### src/design/rsa_pkg.sv
// Shared constants and types for the RAM segment, amplitude and sync register group
package rsa_pkg;

	// ==========================================================
	// Serial port addresses and framing
	localparam logic [4:0] RSA_ADDR_SEG_A   = 5'h05;
	localparam logic [4:0] RSA_ADDR_SEG_B   = 5'h06;
	localparam logic [4:0] RSA_ADDR_AMP     = 5'h09;
	localparam logic [4:0] RSA_ADDR_SYNC    = 5'h0A;
	localparam int         RSA_INSTR_BITS   = 8;
	localparam int         RSA_INSTR_RD_BIT = 7;
	localparam logic [5:0] RSA_SEG_LEN      = 6'h30;
	localparam logic [5:0] RSA_WORD_LEN     = 6'h20;

	// ==========================================================
	// Segment register fields
	localparam int RSA_SEG_RATE_HI  = 47;
	localparam int RSA_SEG_RATE_LO  = 32;
	localparam int RSA_SEG_END_HI   = 31;
	localparam int RSA_SEG_END_LO   = 22;
	localparam int RSA_SEG_START_HI = 15;
	localparam int RSA_SEG_START_LO = 6;
	localparam int RSA_SEG_MODE_HI  = 2;
	localparam int RSA_SEG_MODE_LO  = 0;
	localparam logic [47:0] RSA_SEG_MASK = 48'hFFFF_FFC0_FFC7;
	localparam logic [47:0] RSA_SEG_RST  = 48'h0000_0000_0000;

	// ==========================================================
	// Amplitude register fields
	localparam int RSA_AMP_RATE_HI  = 31;
	localparam int RSA_AMP_RATE_LO  = 16;
	localparam int RSA_AMP_SCALE_HI = 15;
	localparam int RSA_AMP_SCALE_LO = 2;
	localparam int RSA_AMP_STEP_HI  = 1;
	localparam int RSA_AMP_STEP_LO  = 0;
	localparam logic [31:0] RSA_AMP_MASK       = 32'hFFFF_FFFF;
	localparam logic [31:0] RSA_AMP_RST        = 32'h0000_0000;
	localparam logic [13:0] RSA_AMP_FULL_SCALE = 14'h3FFF;

	// ==========================================================
	// Sync register fields
	localparam int RSA_SYNC_VDLY_HI   = 31;
	localparam int RSA_SYNC_VDLY_LO   = 28;
	localparam int RSA_SYNC_RX_EN     = 27;
	localparam int RSA_SYNC_GEN_EN    = 26;
	localparam int RSA_SYNC_GEN_POL   = 25;
	localparam int RSA_SYNC_PRESET_HI = 23;
	localparam int RSA_SYNC_PRESET_LO = 18;
	localparam int RSA_SYNC_GDLY_HI   = 15;
	localparam int RSA_SYNC_GDLY_LO   = 11;
	localparam int RSA_SYNC_RDLY_HI   = 7;
	localparam int RSA_SYNC_RDLY_LO   = 3;
	localparam int RSA_SYNC_STEP_PS   = 75;
	localparam logic [31:0] RSA_SYNC_MASK = 32'hFEFC_F8F8;
	localparam logic [31:0] RSA_SYNC_RST  = 32'h0000_0000;

	// ==========================================================
	// Types
	typedef struct packed {
		logic sclk;
		logic cs_b;
		logic sdio;
		logic ram_trigger_pin;
		logic amplitude_keying;
		logic sync_in;
		logic violation;
	} rsa_pins_s;

	typedef struct packed {
		logic [15:0] step_rate;
		logic [9:0]  end_addr;
		logic [9:0]  start_addr;
		logic [2:0]  mode;
	} rsa_seg_s;

	typedef enum logic [1:0] {
		RSA_SP_IDLE  = 2'b00,
		RSA_SP_INSTR = 2'b01,
		RSA_SP_DATA  = 2'b11,
		RSA_SP_DONE  = 2'b10
	} rsa_sp_state_e;

endpackage

### src/design/rsa_amp_keying.sv
// Amplitude scale factor selection and automatic keying ramp
`timescale 1ns/1ns
module rsa_amp_keying (
	input  wire logic        ref_clk,
	input  wire logic        rst_b,
	input  wire logic        amp_ctrl_enable,
	input  wire logic        auto_keying_enable,
	input  wire logic        manual_keying_enable,
	input  wire logic        keying_level,
	input  wire logic [31:0] amp_word,
	output logic      [13:0] amplitude_scale_value
);
	import rsa_pkg::*;

	logic [15:0] rate_cnt_r, rate_cnt_nxt;
	logic [13:0] ramp_r, ramp_nxt, amp_nxt;

	wire [13:0] ceiling   = amp_word[RSA_AMP_SCALE_HI:RSA_AMP_SCALE_LO];
	wire [15:0] ramp_rate = amp_word[RSA_AMP_RATE_HI:RSA_AMP_RATE_LO];
	wire [13:0] step      = 14'h0001 << amp_word[RSA_AMP_STEP_HI:RSA_AMP_STEP_LO];
	wire        tick      = rate_cnt_r >= ramp_rate;
	wire [14:0] up_sum    = {1'b0, ramp_r} + {1'b0, step};
	wire [13:0] up_val    = (up_sum > {1'b0, ceiling}) ? ceiling : up_sum[13:0];
	wire [13:0] dn_val    = (ramp_r < step) ? 14'h0000 : ramp_r - step;

	assign rate_cnt_nxt = (!auto_keying_enable || tick) ? 16'h0000 : rate_cnt_r + 16'h0001;

	always_comb begin
		if (!auto_keying_enable)
			ramp_nxt = 14'h0000;
		else if (ramp_r > ceiling)
			ramp_nxt = ceiling;
		else if (tick)
			ramp_nxt = keying_level ? up_val : dn_val;
		else
			ramp_nxt = ramp_r;
	end

	always_comb begin
		if (!amp_ctrl_enable)
			amp_nxt = RSA_AMP_FULL_SCALE;
		else if (auto_keying_enable)
			amp_nxt = ramp_nxt;
		else if (manual_keying_enable)
			amp_nxt = keying_level ? ceiling : 14'h0000;
		else
			amp_nxt = ceiling;
	end

	always_ff @(posedge ref_clk or negedge rst_b) begin
		if (!rst_b) begin
			rate_cnt_r            <= 16'h0000;
			ramp_r                <= 14'h0000;
			amplitude_scale_value <= RSA_AMP_FULL_SCALE;
		end else begin
			rate_cnt_r            <= rate_cnt_nxt;
			ramp_r                <= ramp_nxt;
			amplitude_scale_value <= amp_nxt;
		end
	end

endmodule // rsa_amp_keying

### src/design/rsa_regs.sv
// Serial-port register group: RAM segments, amplitude scale and multichip sync
`timescale 1ns/1ns
module rsa_regs (
	input  wire logic              ref_clk,
	input  wire logic              rst_b,
	input  wire logic              sclk,
	input  wire logic              cs_b,
	input  wire logic              sdio_in,
	output logic                   sdio_out,
	output logic                   sdio_oe,
	input  wire logic              ram_trigger_pin,
	input  wire logic              amplitude_keying,
	input  wire logic              sync_in,
	input  wire logic              sync_violation_in,
	input  wire logic              ram_enable,
	input  wire logic              amp_ctrl_enable,
	input  wire logic              auto_keying_enable,
	input  wire logic              manual_keying_enable,
	input  wire logic              sync_validation_disable,
	output rsa_pkg::rsa_seg_s      seg_active,
	output logic                   seg_b_selected,
	output logic      [13:0]       amplitude_scale_value,
	output logic      [3:0]        sync_valid_delay,
	output logic                   sync_rx_enable,
	output logic                   sync_gen_enable,
	output logic                   sync_gen_falling,
	output logic      [4:0]        sync_gen_delay,
	output logic      [4:0]        sync_rx_delay,
	output logic      [5:0]        sync_gen_state,
	output logic                   sync_clk_out,
	output logic                   sync_timing_error_out
);
	import rsa_pkg::*;

	// ==========================================================
	// Helper functions
	function automatic rsa_seg_s seg_fields(input logic [47:0] w);
		rsa_seg_s s;
		s.step_rate  = w[RSA_SEG_RATE_HI:RSA_SEG_RATE_LO];
		s.end_addr   = w[RSA_SEG_END_HI:RSA_SEG_END_LO];
		s.start_addr = w[RSA_SEG_START_HI:RSA_SEG_START_LO];
		s.mode       = w[RSA_SEG_MODE_HI:RSA_SEG_MODE_LO];
		return s;
	endfunction

	function automatic logic [5:0] frame_len(input logic [4:0] a);
		return (a == RSA_ADDR_SEG_A || a == RSA_ADDR_SEG_B) ? RSA_SEG_LEN : RSA_WORD_LEN;
	endfunction

	// ==========================================================
	// Pin synchronisers
	rsa_pins_s pins_raw;
	rsa_pins_s pin_meta_r;
	rsa_pins_s pin_sync_r;
	rsa_pins_s pin_prev_r;

	assign pins_raw.sclk             = sclk;
	assign pins_raw.cs_b             = cs_b;
	assign pins_raw.sdio             = sdio_in;
	assign pins_raw.ram_trigger_pin  = ram_trigger_pin;
	assign pins_raw.amplitude_keying = amplitude_keying;
	assign pins_raw.sync_in          = sync_in;
	assign pins_raw.violation        = sync_violation_in;

	always_ff @(posedge ref_clk or negedge rst_b) begin
		if (!rst_b) begin
			// Chip select resets to its idle level, so no false frame start
			pin_meta_r <= '{cs_b: 1'b1, default: 1'b0};
			pin_sync_r <= '{cs_b: 1'b1, default: 1'b0};
			pin_prev_r <= '{cs_b: 1'b1, default: 1'b0};
		end else begin
			pin_meta_r <= pins_raw;
			pin_sync_r <= pin_meta_r;
			pin_prev_r <= pin_sync_r;
		end
	end

	wire sclk_rise = pin_sync_r.sclk & ~pin_prev_r.sclk;
	wire cs_active = ~pin_sync_r.cs_b;
	wire rt_rise   = pin_sync_r.ram_trigger_pin & ~pin_prev_r.ram_trigger_pin;
	wire rt_fall   = ~pin_sync_r.ram_trigger_pin & pin_prev_r.ram_trigger_pin;
	wire sdio_bit  = pin_sync_r.sdio;

	// ==========================================================
	// Register storage
	logic [47:0] seg_a_r;
	logic [47:0] seg_b_r;
	logic [31:0] amp_r;
	logic [31:0] sync_r;

	// ==========================================================
	// Serial port state machine
	rsa_sp_state_e sp_state_r, sp_state_nxt;
	logic [5:0]  bit_cnt_r, bit_cnt_nxt;
	logic [47:0] sh_r, sh_nxt;
	logic [4:0]  addr_r, addr_nxt;
	logic        rd_r, rd_nxt;
	logic [5:0]  len_r, len_nxt;
	logic        wr_stb;
	logic [47:0] wr_data;

	wire [47:0] sh_in      = {sh_r[46:0], sdio_bit};
	wire [4:0]  instr_addr = sh_in[4:0];
	wire        instr_rd   = sh_in[RSA_INSTR_RD_BIT];
	wire        instr_last = bit_cnt_r == 6'(RSA_INSTR_BITS - 1);
	wire        data_last  = bit_cnt_r == len_r - 6'h01;

	logic [47:0] rd_word;
	always_comb begin
		case (instr_addr)
			RSA_ADDR_SEG_A: rd_word = seg_a_r;
			RSA_ADDR_SEG_B: rd_word = seg_b_r;
			RSA_ADDR_AMP:   rd_word = {amp_r, 16'h0000};
			RSA_ADDR_SYNC:  rd_word = {sync_r, 16'h0000};
			default:        rd_word = 48'h0000_0000_0000;
		endcase
	end

	always_comb begin
		sp_state_nxt = sp_state_r;
		bit_cnt_nxt  = bit_cnt_r;
		sh_nxt       = sh_r;
		addr_nxt     = addr_r;
		rd_nxt       = rd_r;
		len_nxt      = len_r;
		wr_stb       = 1'b0;
		wr_data      = sh_in;
		if (!cs_active) begin
			sp_state_nxt = RSA_SP_IDLE;
			bit_cnt_nxt  = 6'h00;
			sh_nxt       = 48'h0000_0000_0000;
			rd_nxt       = 1'b0;
		end else begin
			case (sp_state_r)
				RSA_SP_IDLE: begin
					sp_state_nxt = RSA_SP_INSTR;
					bit_cnt_nxt  = 6'h00;
				end
				RSA_SP_INSTR: begin
					if (sclk_rise) begin
						sh_nxt      = sh_in;
						bit_cnt_nxt = bit_cnt_r + 6'h01;
						if (instr_last) begin
							sp_state_nxt = RSA_SP_DATA;
							bit_cnt_nxt  = 6'h00;
							addr_nxt     = instr_addr;
							rd_nxt       = instr_rd;
							len_nxt      = frame_len(instr_addr);
							sh_nxt       = instr_rd ? rd_word : 48'h0000_0000_0000;
						end
					end
				end
				RSA_SP_DATA: begin
					if (sclk_rise) begin
						sh_nxt      = rd_r ? {sh_r[46:0], 1'b0} : sh_in;
						bit_cnt_nxt = bit_cnt_r + 6'h01;
						if (data_last) begin
							sp_state_nxt = RSA_SP_DONE;
							wr_stb       = ~rd_r;
						end
					end
				end
				RSA_SP_DONE: begin
					sp_state_nxt = RSA_SP_DONE;
				end
				default: begin
					sp_state_nxt = RSA_SP_IDLE;
				end
			endcase
		end
	end

	always_ff @(posedge ref_clk or negedge rst_b) begin
		if (!rst_b) begin
			sp_state_r <= RSA_SP_IDLE;
			bit_cnt_r  <= 6'h00;
			sh_r       <= 48'h0000_0000_0000;
			addr_r     <= 5'h00;
			rd_r       <= 1'b0;
			len_r      <= RSA_WORD_LEN;
		end else begin
			sp_state_r <= sp_state_nxt;
			bit_cnt_r  <= bit_cnt_nxt;
			sh_r       <= sh_nxt;
			addr_r     <= addr_nxt;
			rd_r       <= rd_nxt;
			len_r      <= len_nxt;
		end
	end

	// Read data leaves MSB first; the pin is driven only during a read data phase
	wire sdio_oe_nxt = (sp_state_nxt == RSA_SP_DATA) & rd_nxt;

	always_ff @(posedge ref_clk or negedge rst_b) begin
		if (!rst_b) begin
			sdio_out <= 1'b0;
			sdio_oe  <= 1'b0;
		end else begin
			sdio_out <= sdio_oe_nxt & sh_nxt[47];
			sdio_oe  <= sdio_oe_nxt;
		end
	end

	// ==========================================================
	// Register writes
	wire wr_seg_a = wr_stb && addr_r == RSA_ADDR_SEG_A;
	wire wr_seg_b = wr_stb && addr_r == RSA_ADDR_SEG_B;
	wire wr_amp   = wr_stb && addr_r == RSA_ADDR_AMP;
	wire wr_sync  = wr_stb && addr_r == RSA_ADDR_SYNC;

	wire [47:0] seg_a_nxt = wr_seg_a ? (wr_data & RSA_SEG_MASK) : seg_a_r;
	wire [47:0] seg_b_nxt = wr_seg_b ? (wr_data & RSA_SEG_MASK) : seg_b_r;
	wire [31:0] amp_nxt   = wr_amp ? (wr_data[31:0] & RSA_AMP_MASK) : amp_r;
	wire [31:0] sync_nxt  = wr_sync ? (wr_data[31:0] & RSA_SYNC_MASK) : sync_r;

	always_ff @(posedge ref_clk or negedge rst_b) begin
		if (!rst_b) begin
			seg_a_r <= RSA_SEG_RST;
			seg_b_r <= RSA_SEG_RST;
			amp_r   <= RSA_AMP_RST;
			sync_r  <= RSA_SYNC_RST;
		end else begin
			seg_a_r <= seg_a_nxt;
			seg_b_r <= seg_b_nxt;
			amp_r   <= amp_nxt;
			sync_r  <= sync_nxt;
		end
	end

	// ==========================================================
	// RAM segment selection by trigger edges
	logic seg_b_sel_nxt;

	always_comb begin
		if (ram_enable && rt_fall)
			seg_b_sel_nxt = 1'b1;
		else if (ram_enable && rt_rise)
			seg_b_sel_nxt = 1'b0;
		else
			seg_b_sel_nxt = seg_b_selected;
	end

	// Active copy follows writes to the selected segment without extra update
	always_ff @(posedge ref_clk or negedge rst_b) begin
		if (!rst_b) begin
			seg_b_selected <= 1'b0;
			seg_active     <= '0;
		end else begin
			seg_b_selected <= seg_b_sel_nxt;
			seg_active     <= seg_b_sel_nxt ? seg_fields(seg_b_nxt) : seg_fields(seg_a_nxt);
		end
	end

	// ==========================================================
	// Sync configuration fields
	assign sync_valid_delay = sync_r[RSA_SYNC_VDLY_HI:RSA_SYNC_VDLY_LO];
	assign sync_rx_enable   = sync_r[RSA_SYNC_RX_EN];
	assign sync_gen_enable  = sync_r[RSA_SYNC_GEN_EN];
	assign sync_gen_falling = sync_r[RSA_SYNC_GEN_POL];
	assign sync_gen_delay   = sync_r[RSA_SYNC_GDLY_HI:RSA_SYNC_GDLY_LO];
	assign sync_rx_delay    = sync_r[RSA_SYNC_RDLY_HI:RSA_SYNC_RDLY_LO];

	// ==========================================================
	// Sub-blocks
	rsa_amp_keying u_amp (
		.ref_clk               (ref_clk),
		.rst_b                 (rst_b),
		.amp_ctrl_enable       (amp_ctrl_enable),
		.auto_keying_enable    (auto_keying_enable),
		.manual_keying_enable  (manual_keying_enable),
		.keying_level          (pin_sync_r.amplitude_keying),
		.amp_word              (amp_r),
		.amplitude_scale_value (amplitude_scale_value)
	);

	rsa_sync_ctrl u_sync (
		.ref_clk               (ref_clk),
		.rst_b                 (rst_b),
		.sync_word             (sync_r),
		.sync_level            (pin_sync_r.sync_in),
		.violation             (pin_sync_r.violation),
		.validation_disable    (sync_validation_disable),
		.gen_state             (sync_gen_state),
		.sync_clk_out          (sync_clk_out),
		.sync_timing_error_out (sync_timing_error_out)
	);

endmodule // rsa_regs

### src/design/rsa_sync_ctrl.sv
// Multichip sync clock generator state and timing error latch
`timescale 1ns/1ns
module rsa_sync_ctrl (
	input  wire logic        ref_clk,
	input  wire logic        rst_b,
	input  wire logic [31:0] sync_word,
	input  wire logic        sync_level,
	input  wire logic        violation,
	input  wire logic        validation_disable,
	output logic      [5:0]  gen_state,
	output logic             sync_clk_out,
	output logic             sync_timing_error_out
);
	import rsa_pkg::*;

	logic sync_prev_r;
	logic [5:0] state_nxt;
	logic       err_nxt;

	wire rx_en     = sync_word[RSA_SYNC_RX_EN];
	wire gen_en    = sync_word[RSA_SYNC_GEN_EN];
	wire sync_rise = sync_level & ~sync_prev_r;

	assign state_nxt = (rx_en && sync_rise) ?
		sync_word[RSA_SYNC_PRESET_HI:RSA_SYNC_PRESET_LO] : gen_state + 6'h01;

	always_comb begin
		if (validation_disable)
			err_nxt = 1'b0;
		else if (rx_en && violation)
			err_nxt = 1'b1;
		else
			err_nxt = sync_timing_error_out;
	end

	always_ff @(posedge ref_clk or negedge rst_b) begin
		if (!rst_b) begin
			sync_prev_r           <= 1'b0;
			gen_state             <= 6'h00;
			sync_clk_out          <= 1'b0;
			sync_timing_error_out <= 1'b0;
		end else begin
			sync_prev_r           <= sync_level;
			gen_state             <= state_nxt;
			sync_clk_out          <= gen_en & ~state_nxt[5];
			sync_timing_error_out <= err_nxt;
		end
	end

endmodule // rsa_sync_ctrl

### config.mk
export PLATFORM = sky130hd
export DESIGN_NAME = rsa_regs
export DESIGN_NICKNAME = d
export VERILOG_FILES = /design/src/design/rsa_pkg.sv /design/src/design/rsa_amp_keying.sv /design/src/design/rsa_regs.sv /design/src/design/rsa_sync_ctrl.sv
export SDC_FILE = /design/constraint.sdc
export NUM_CORES = 1
export LEC_CHECK = 0
export BUFFER_PORTS_ARGS = -buffer_cell sky130_fd_sc_hd__buf_2
export CAP_MARGIN = 5
export CORE_MARGIN = 10
export CORE_UTILIZATION = 65
export DETAILED_ROUTE_END_ITERATION = 8
export PLACE_DENSITY = 0.85
export SYNTH_ARGS = -nofsm -noshare
export SYNTH_HDL_FRONTEND = slang
export SYNTH_SLANG_ARGS = --single-unit
### constraint.sdc
create_clock -name ref_clk -period 9.35 [get_ports ref_clk]
set_input_delay 0.4675 -clock ref_clk [delete_from_list [all_inputs] [get_ports ref_clk]]
set_output_delay 0.4675 -clock ref_clk [all_outputs]
set_load 0.01 [all_outputs]
==> out/results.tsv <==
stage	metric	value	unit
cells_and_area	Post-Layout Cell Count	1872	
routing	total wire length	43340	um
cells_and_area	final-layout fill cell count	1556	
pwr	Sw Share	31.21	%
routing	Remaining DRCs	0	
global_routing	GRT Resource Usage Total	28.26	%
clock_tree	clock net sink count	307	
clock_tree	Clock Latency Late Sink	0.52	ns
clock_tree	CTS tree	done	
yosys	adder-cell area share of the yosys netlist	5.218	%
cells_and_area	Final #Nets	1612	
yosys	Post-Syn Area	15160	um^2
cells_and_area	layout cell share with drive strength beyond 1	20.53	%
setup_path	Worst Setup End Kind	flop	
pwr	Sequential Power Share	40.0	%
global_routing	first-pass GRT wire length	68840	um
setup_path	CP startpoint kind	flop	
routing	Pre-antenna DRT Iters	6	
floorplan	num rows	55	
timing	clock period minus worst slack	5.061	ns
timing	max-slew violation count	0	
routing	DR vias	12440	
clock_tree	# resized after CTS	0	
pwr	Pwr Total	3.686	mW
timing	Slew Limit Headroom	20.54	%
floorplan	DIE AREA	29820	um^2
yosys	syn_area_per_cell	10.16	um^2
setup_path	Arr. time, crit path	5.45	ns
timing	Achievable Freq	197.6	MHz
yosys	Post-Synth XOR/XNOR Area	1.965	%
routing	Routed WL per cell	23.15	um
cells_and_area	ant diodes	0	
timing	Clock Skew	0.01629	ns
yosys	Yosys cell types	71	
placed_design	PortBufs	94	
timing	Setup TNS	0	ns
clock_tree	Root Buffer	clkbuf_16	
placed_design	worst slack at placement	4.380	ns
yosys	FFs w/ async S/R, synth	100.0	%
yosys	Seq/Total Area, Yosys	50.82	%
pwr	Max VDD drop	162.1	uV
timing	Setup violations, final	0	
yosys	flops & latches, synth	307	
placed_design	placed cell count	1813	
routing	DR iter-0 viols	1528	
clock_tree	Max Buffers Root-to-Sink	3	
yosys	Most used DFF post-synth	dfrtp_1	
pwr	power share of the clock group	36.6	%
clock_tree	# Post-CTS Setup Buffers	0	
pwr	leakage	7.777	nW
routing	DRT antenna net count	0	
yosys	Compound-Gate Fraction of Synth Area	16.81	%
pwr	combinational fraction of design power	23.4	%
placed_design	Final Wtd Congestion	0.9331	
yosys	post-synthesis mux area share	8.388	%
clock_tree	H-tree lvl count	2	
global_routing	initial antenna violation count	2	
yosys	Post-synth EDFFs	0	
pwr	Int Power	2.536	mW
timing	worst hold margin	-0.007196	ns
clock_tree	cts hold-fix bufs	0	
timing	measured slew at the worst slew-check pin	1.181	ns
routing	Via density	6.643	
floorplan	Ports	95	
floorplan	starting density of the core	66.54	%
cells_and_area	Layout area overhead	11.46	%
pwr	switching pwr	1.150	mW
global_routing	vias in the first global route	12420	
min_path	Hold WC Path Type	in -> async	
flow_run	# Max-Cap Violations	0	
setup_path	Crit path required time	9.73	ns
yosys	Synth Instances	1491	
timing	RSZ-0062 raised after global routing	no	
global_routing	largest net degree at the start of global routing	182	
pwr	Pwr per Cell Area	218.2	nW/um^2
floorplan	die height	172.7	um
yosys	Ys Warns	0	
yosys	area share of and/or/nand/nor cells after synthesis	12.52	%
timing	final hold vios	2	
global_routing	GRT overflow	0	
setup_path	Critical Path Fanout Max	12	
outcome	failing checks	negative hold slack	
floorplan	Core ar.	22780	um^2
yosys	post-synthesis net count	1567	
timing	setup ws final	4.289	ns
clock_tree	CTS clk-pin slew, worst paths	0.06	ns
placed_design	post-DP HPWL	27750	um
timing	final worst path period share	54.13	%
setup_path	Crit Path Category	reg -> reg	
outcome	status	finished, violations left	
clock_tree	CTS buffer count	34	
yosys	largest family of logic cells by synthesized area	compound AO/OA/AOI/OAI gates	
floorplan	Die Span X	172.7	um
## metrics by stage
step           area [um^2]  util, %
2_1_floorplan        15160        -
3_3_place_gp         15770    69.23
3_5_place_dp         15770    69.23
4_1_cts              16890    74.16
5_1_grt              16890    74.16
6_report             16890    74.16
## synth_stat cells (all sizes together), types with 16 or more instances
library cell,n,area share [%]
nand2b,17,0.70
nor2,171,4.3
buf,41,1.6
clkbuf,58,1.4
xnor2,19,1.1
o21ai,105,3.5
mux2,112,8.3
nand2,127,3.1
dfrtp,291,48
a21oi,115,3.8
ha,60,5.0
dfstp,16,2.8
inv,49,1.2
o22ai,39,1.6
a22oi,58,2.9
nand3,37,1.2
nor3,17,0.56
## path summary, 6_finish.rpt
kind                          startpoint                             end  slack, ns  cells past startpoint
setup reg to reg                amp_r[1]  u_amp.amplitude_scale_value[3]       4.29                     18
hold reg to reg            pin_meta_r[0]                   pin_sync_r[0]       0.34                      0
hold / removal                     rst_b                   pin_sync_r[2]     -0.007                      1
setup / recovery                amp_r[1]  u_amp.amplitude_scale_value[3]       4.29                     18
min in group ref_clk                cs_b                   pin_meta_r[5]       0.05                      1
max in group asynchronous          rst_b                     seg_b_r[43]       7.91                      2
## metal layers
metal	share of wire [%]	global-route usage, %
met4	3.9	11.97
met5	0.048	0
met2	47	44.59
met1	39	36.60
met3	10	6.927
## critical path, cell delays in order (launching register included)
cell,delay (ns)
dfrtp_1,0.42
nor2_1,0.17
ha_1,0.19
inv_1,0.05
fa_1,0.40
o21bai_1,0.16
a21oi_1,0.15
nor2_1,0.26
nand3_1,0.13
xnor2_1,0.30
ha_1,0.31
a21o_1,0.19
a211o_1,0.29
a221o_1,0.28
o21ai_1,0.77
nand3_1,0.13
o21ai_0,0.16
a221oi_1,0.12
o311ai_0,0.45
## logic make-up (layout without fill, tap and decap cells)
logic type,after synthesis,in the layout
buf+inv,148,216
fa+ha+maj,62,62
flops,307,307
simple gates,424,424
mux,113,113
compound gates,403,403
xor+xnor,34,34
## cells in the final DEF, fill, tap and decap left out, types with 4 or more instances in the layout
cell type / instances
a222oi_1: 6
o311ai_0: 7
nor2_2: 6
nor2_4: 5
xnor2_1: 19
inv_1: 49
o21bai_1: 5
dfrtp_1: 291
ha_1: 60
nor2_1: 160
a21oi_1: 113
nand3b_1: 6
a31oi_1: 5
o211ai_1: 6
nand4_1: 8
and3_1: 11
clkbuf_1: 7
clkbuf_8: 6
o22ai_1: 39
a22oi_1: 58
nand2_1: 127
dfstp_2: 16
a21o_1: 8
nor3_1: 17
mux2_2: 112
xor2_1: 15
nand2b_1: 16
or2_2: 4
o21ai_0: 100
a2111oi_0: 4
nor4_1: 7
clkinv_2: 6
a221oi_1: 4
nand3_1: 37
buf_2: 93
o21a_1: 4
clkbuf_16: 34
a211oi_1: 4
nor2b_1: 8
buf_4: 13
## power groups by stage
stage               logic (mW)  clock network [mW]  registers (mW)
detailed placement       0.848                   0            1.50
global placement         0.841                   0            1.50
floorplan                0.597                   0            1.49
CTS                      0.853                1.35            1.47
global route             0.950                1.41            1.48
finish                   0.864                1.35            1.47
## sequential cells by signal, summed over array words and instances, names as in the netlist, 7 cells and up
signal,flops
u_amp.rate_cnt_r,16
pin_meta_r,7
seg_active,39
seg_b_r,39
seg_a_r,39
amp_r,32
u_amp.ramp_r,14
sync_r,23
u_amp.amplitude_scale_value,14
sh_r,48
## layout make-up
class / instances / area (um^2) / share of cell area, %
tap: 313 / 391.6 / 2.318
sequential: 307 / 7702 / 45.60
clock buffer: 47 / 959.7 / 5.681
timing repair buffer: 108 / 598.1 / 3.540
inverter: 49 / 183.9 / 1.089
multi-input combinational: 1036 / 6893 / 40.80
clock inverter: 12 / 163.9 / 0.9703
Note: power is estimated with default switching activity, not from simulation.
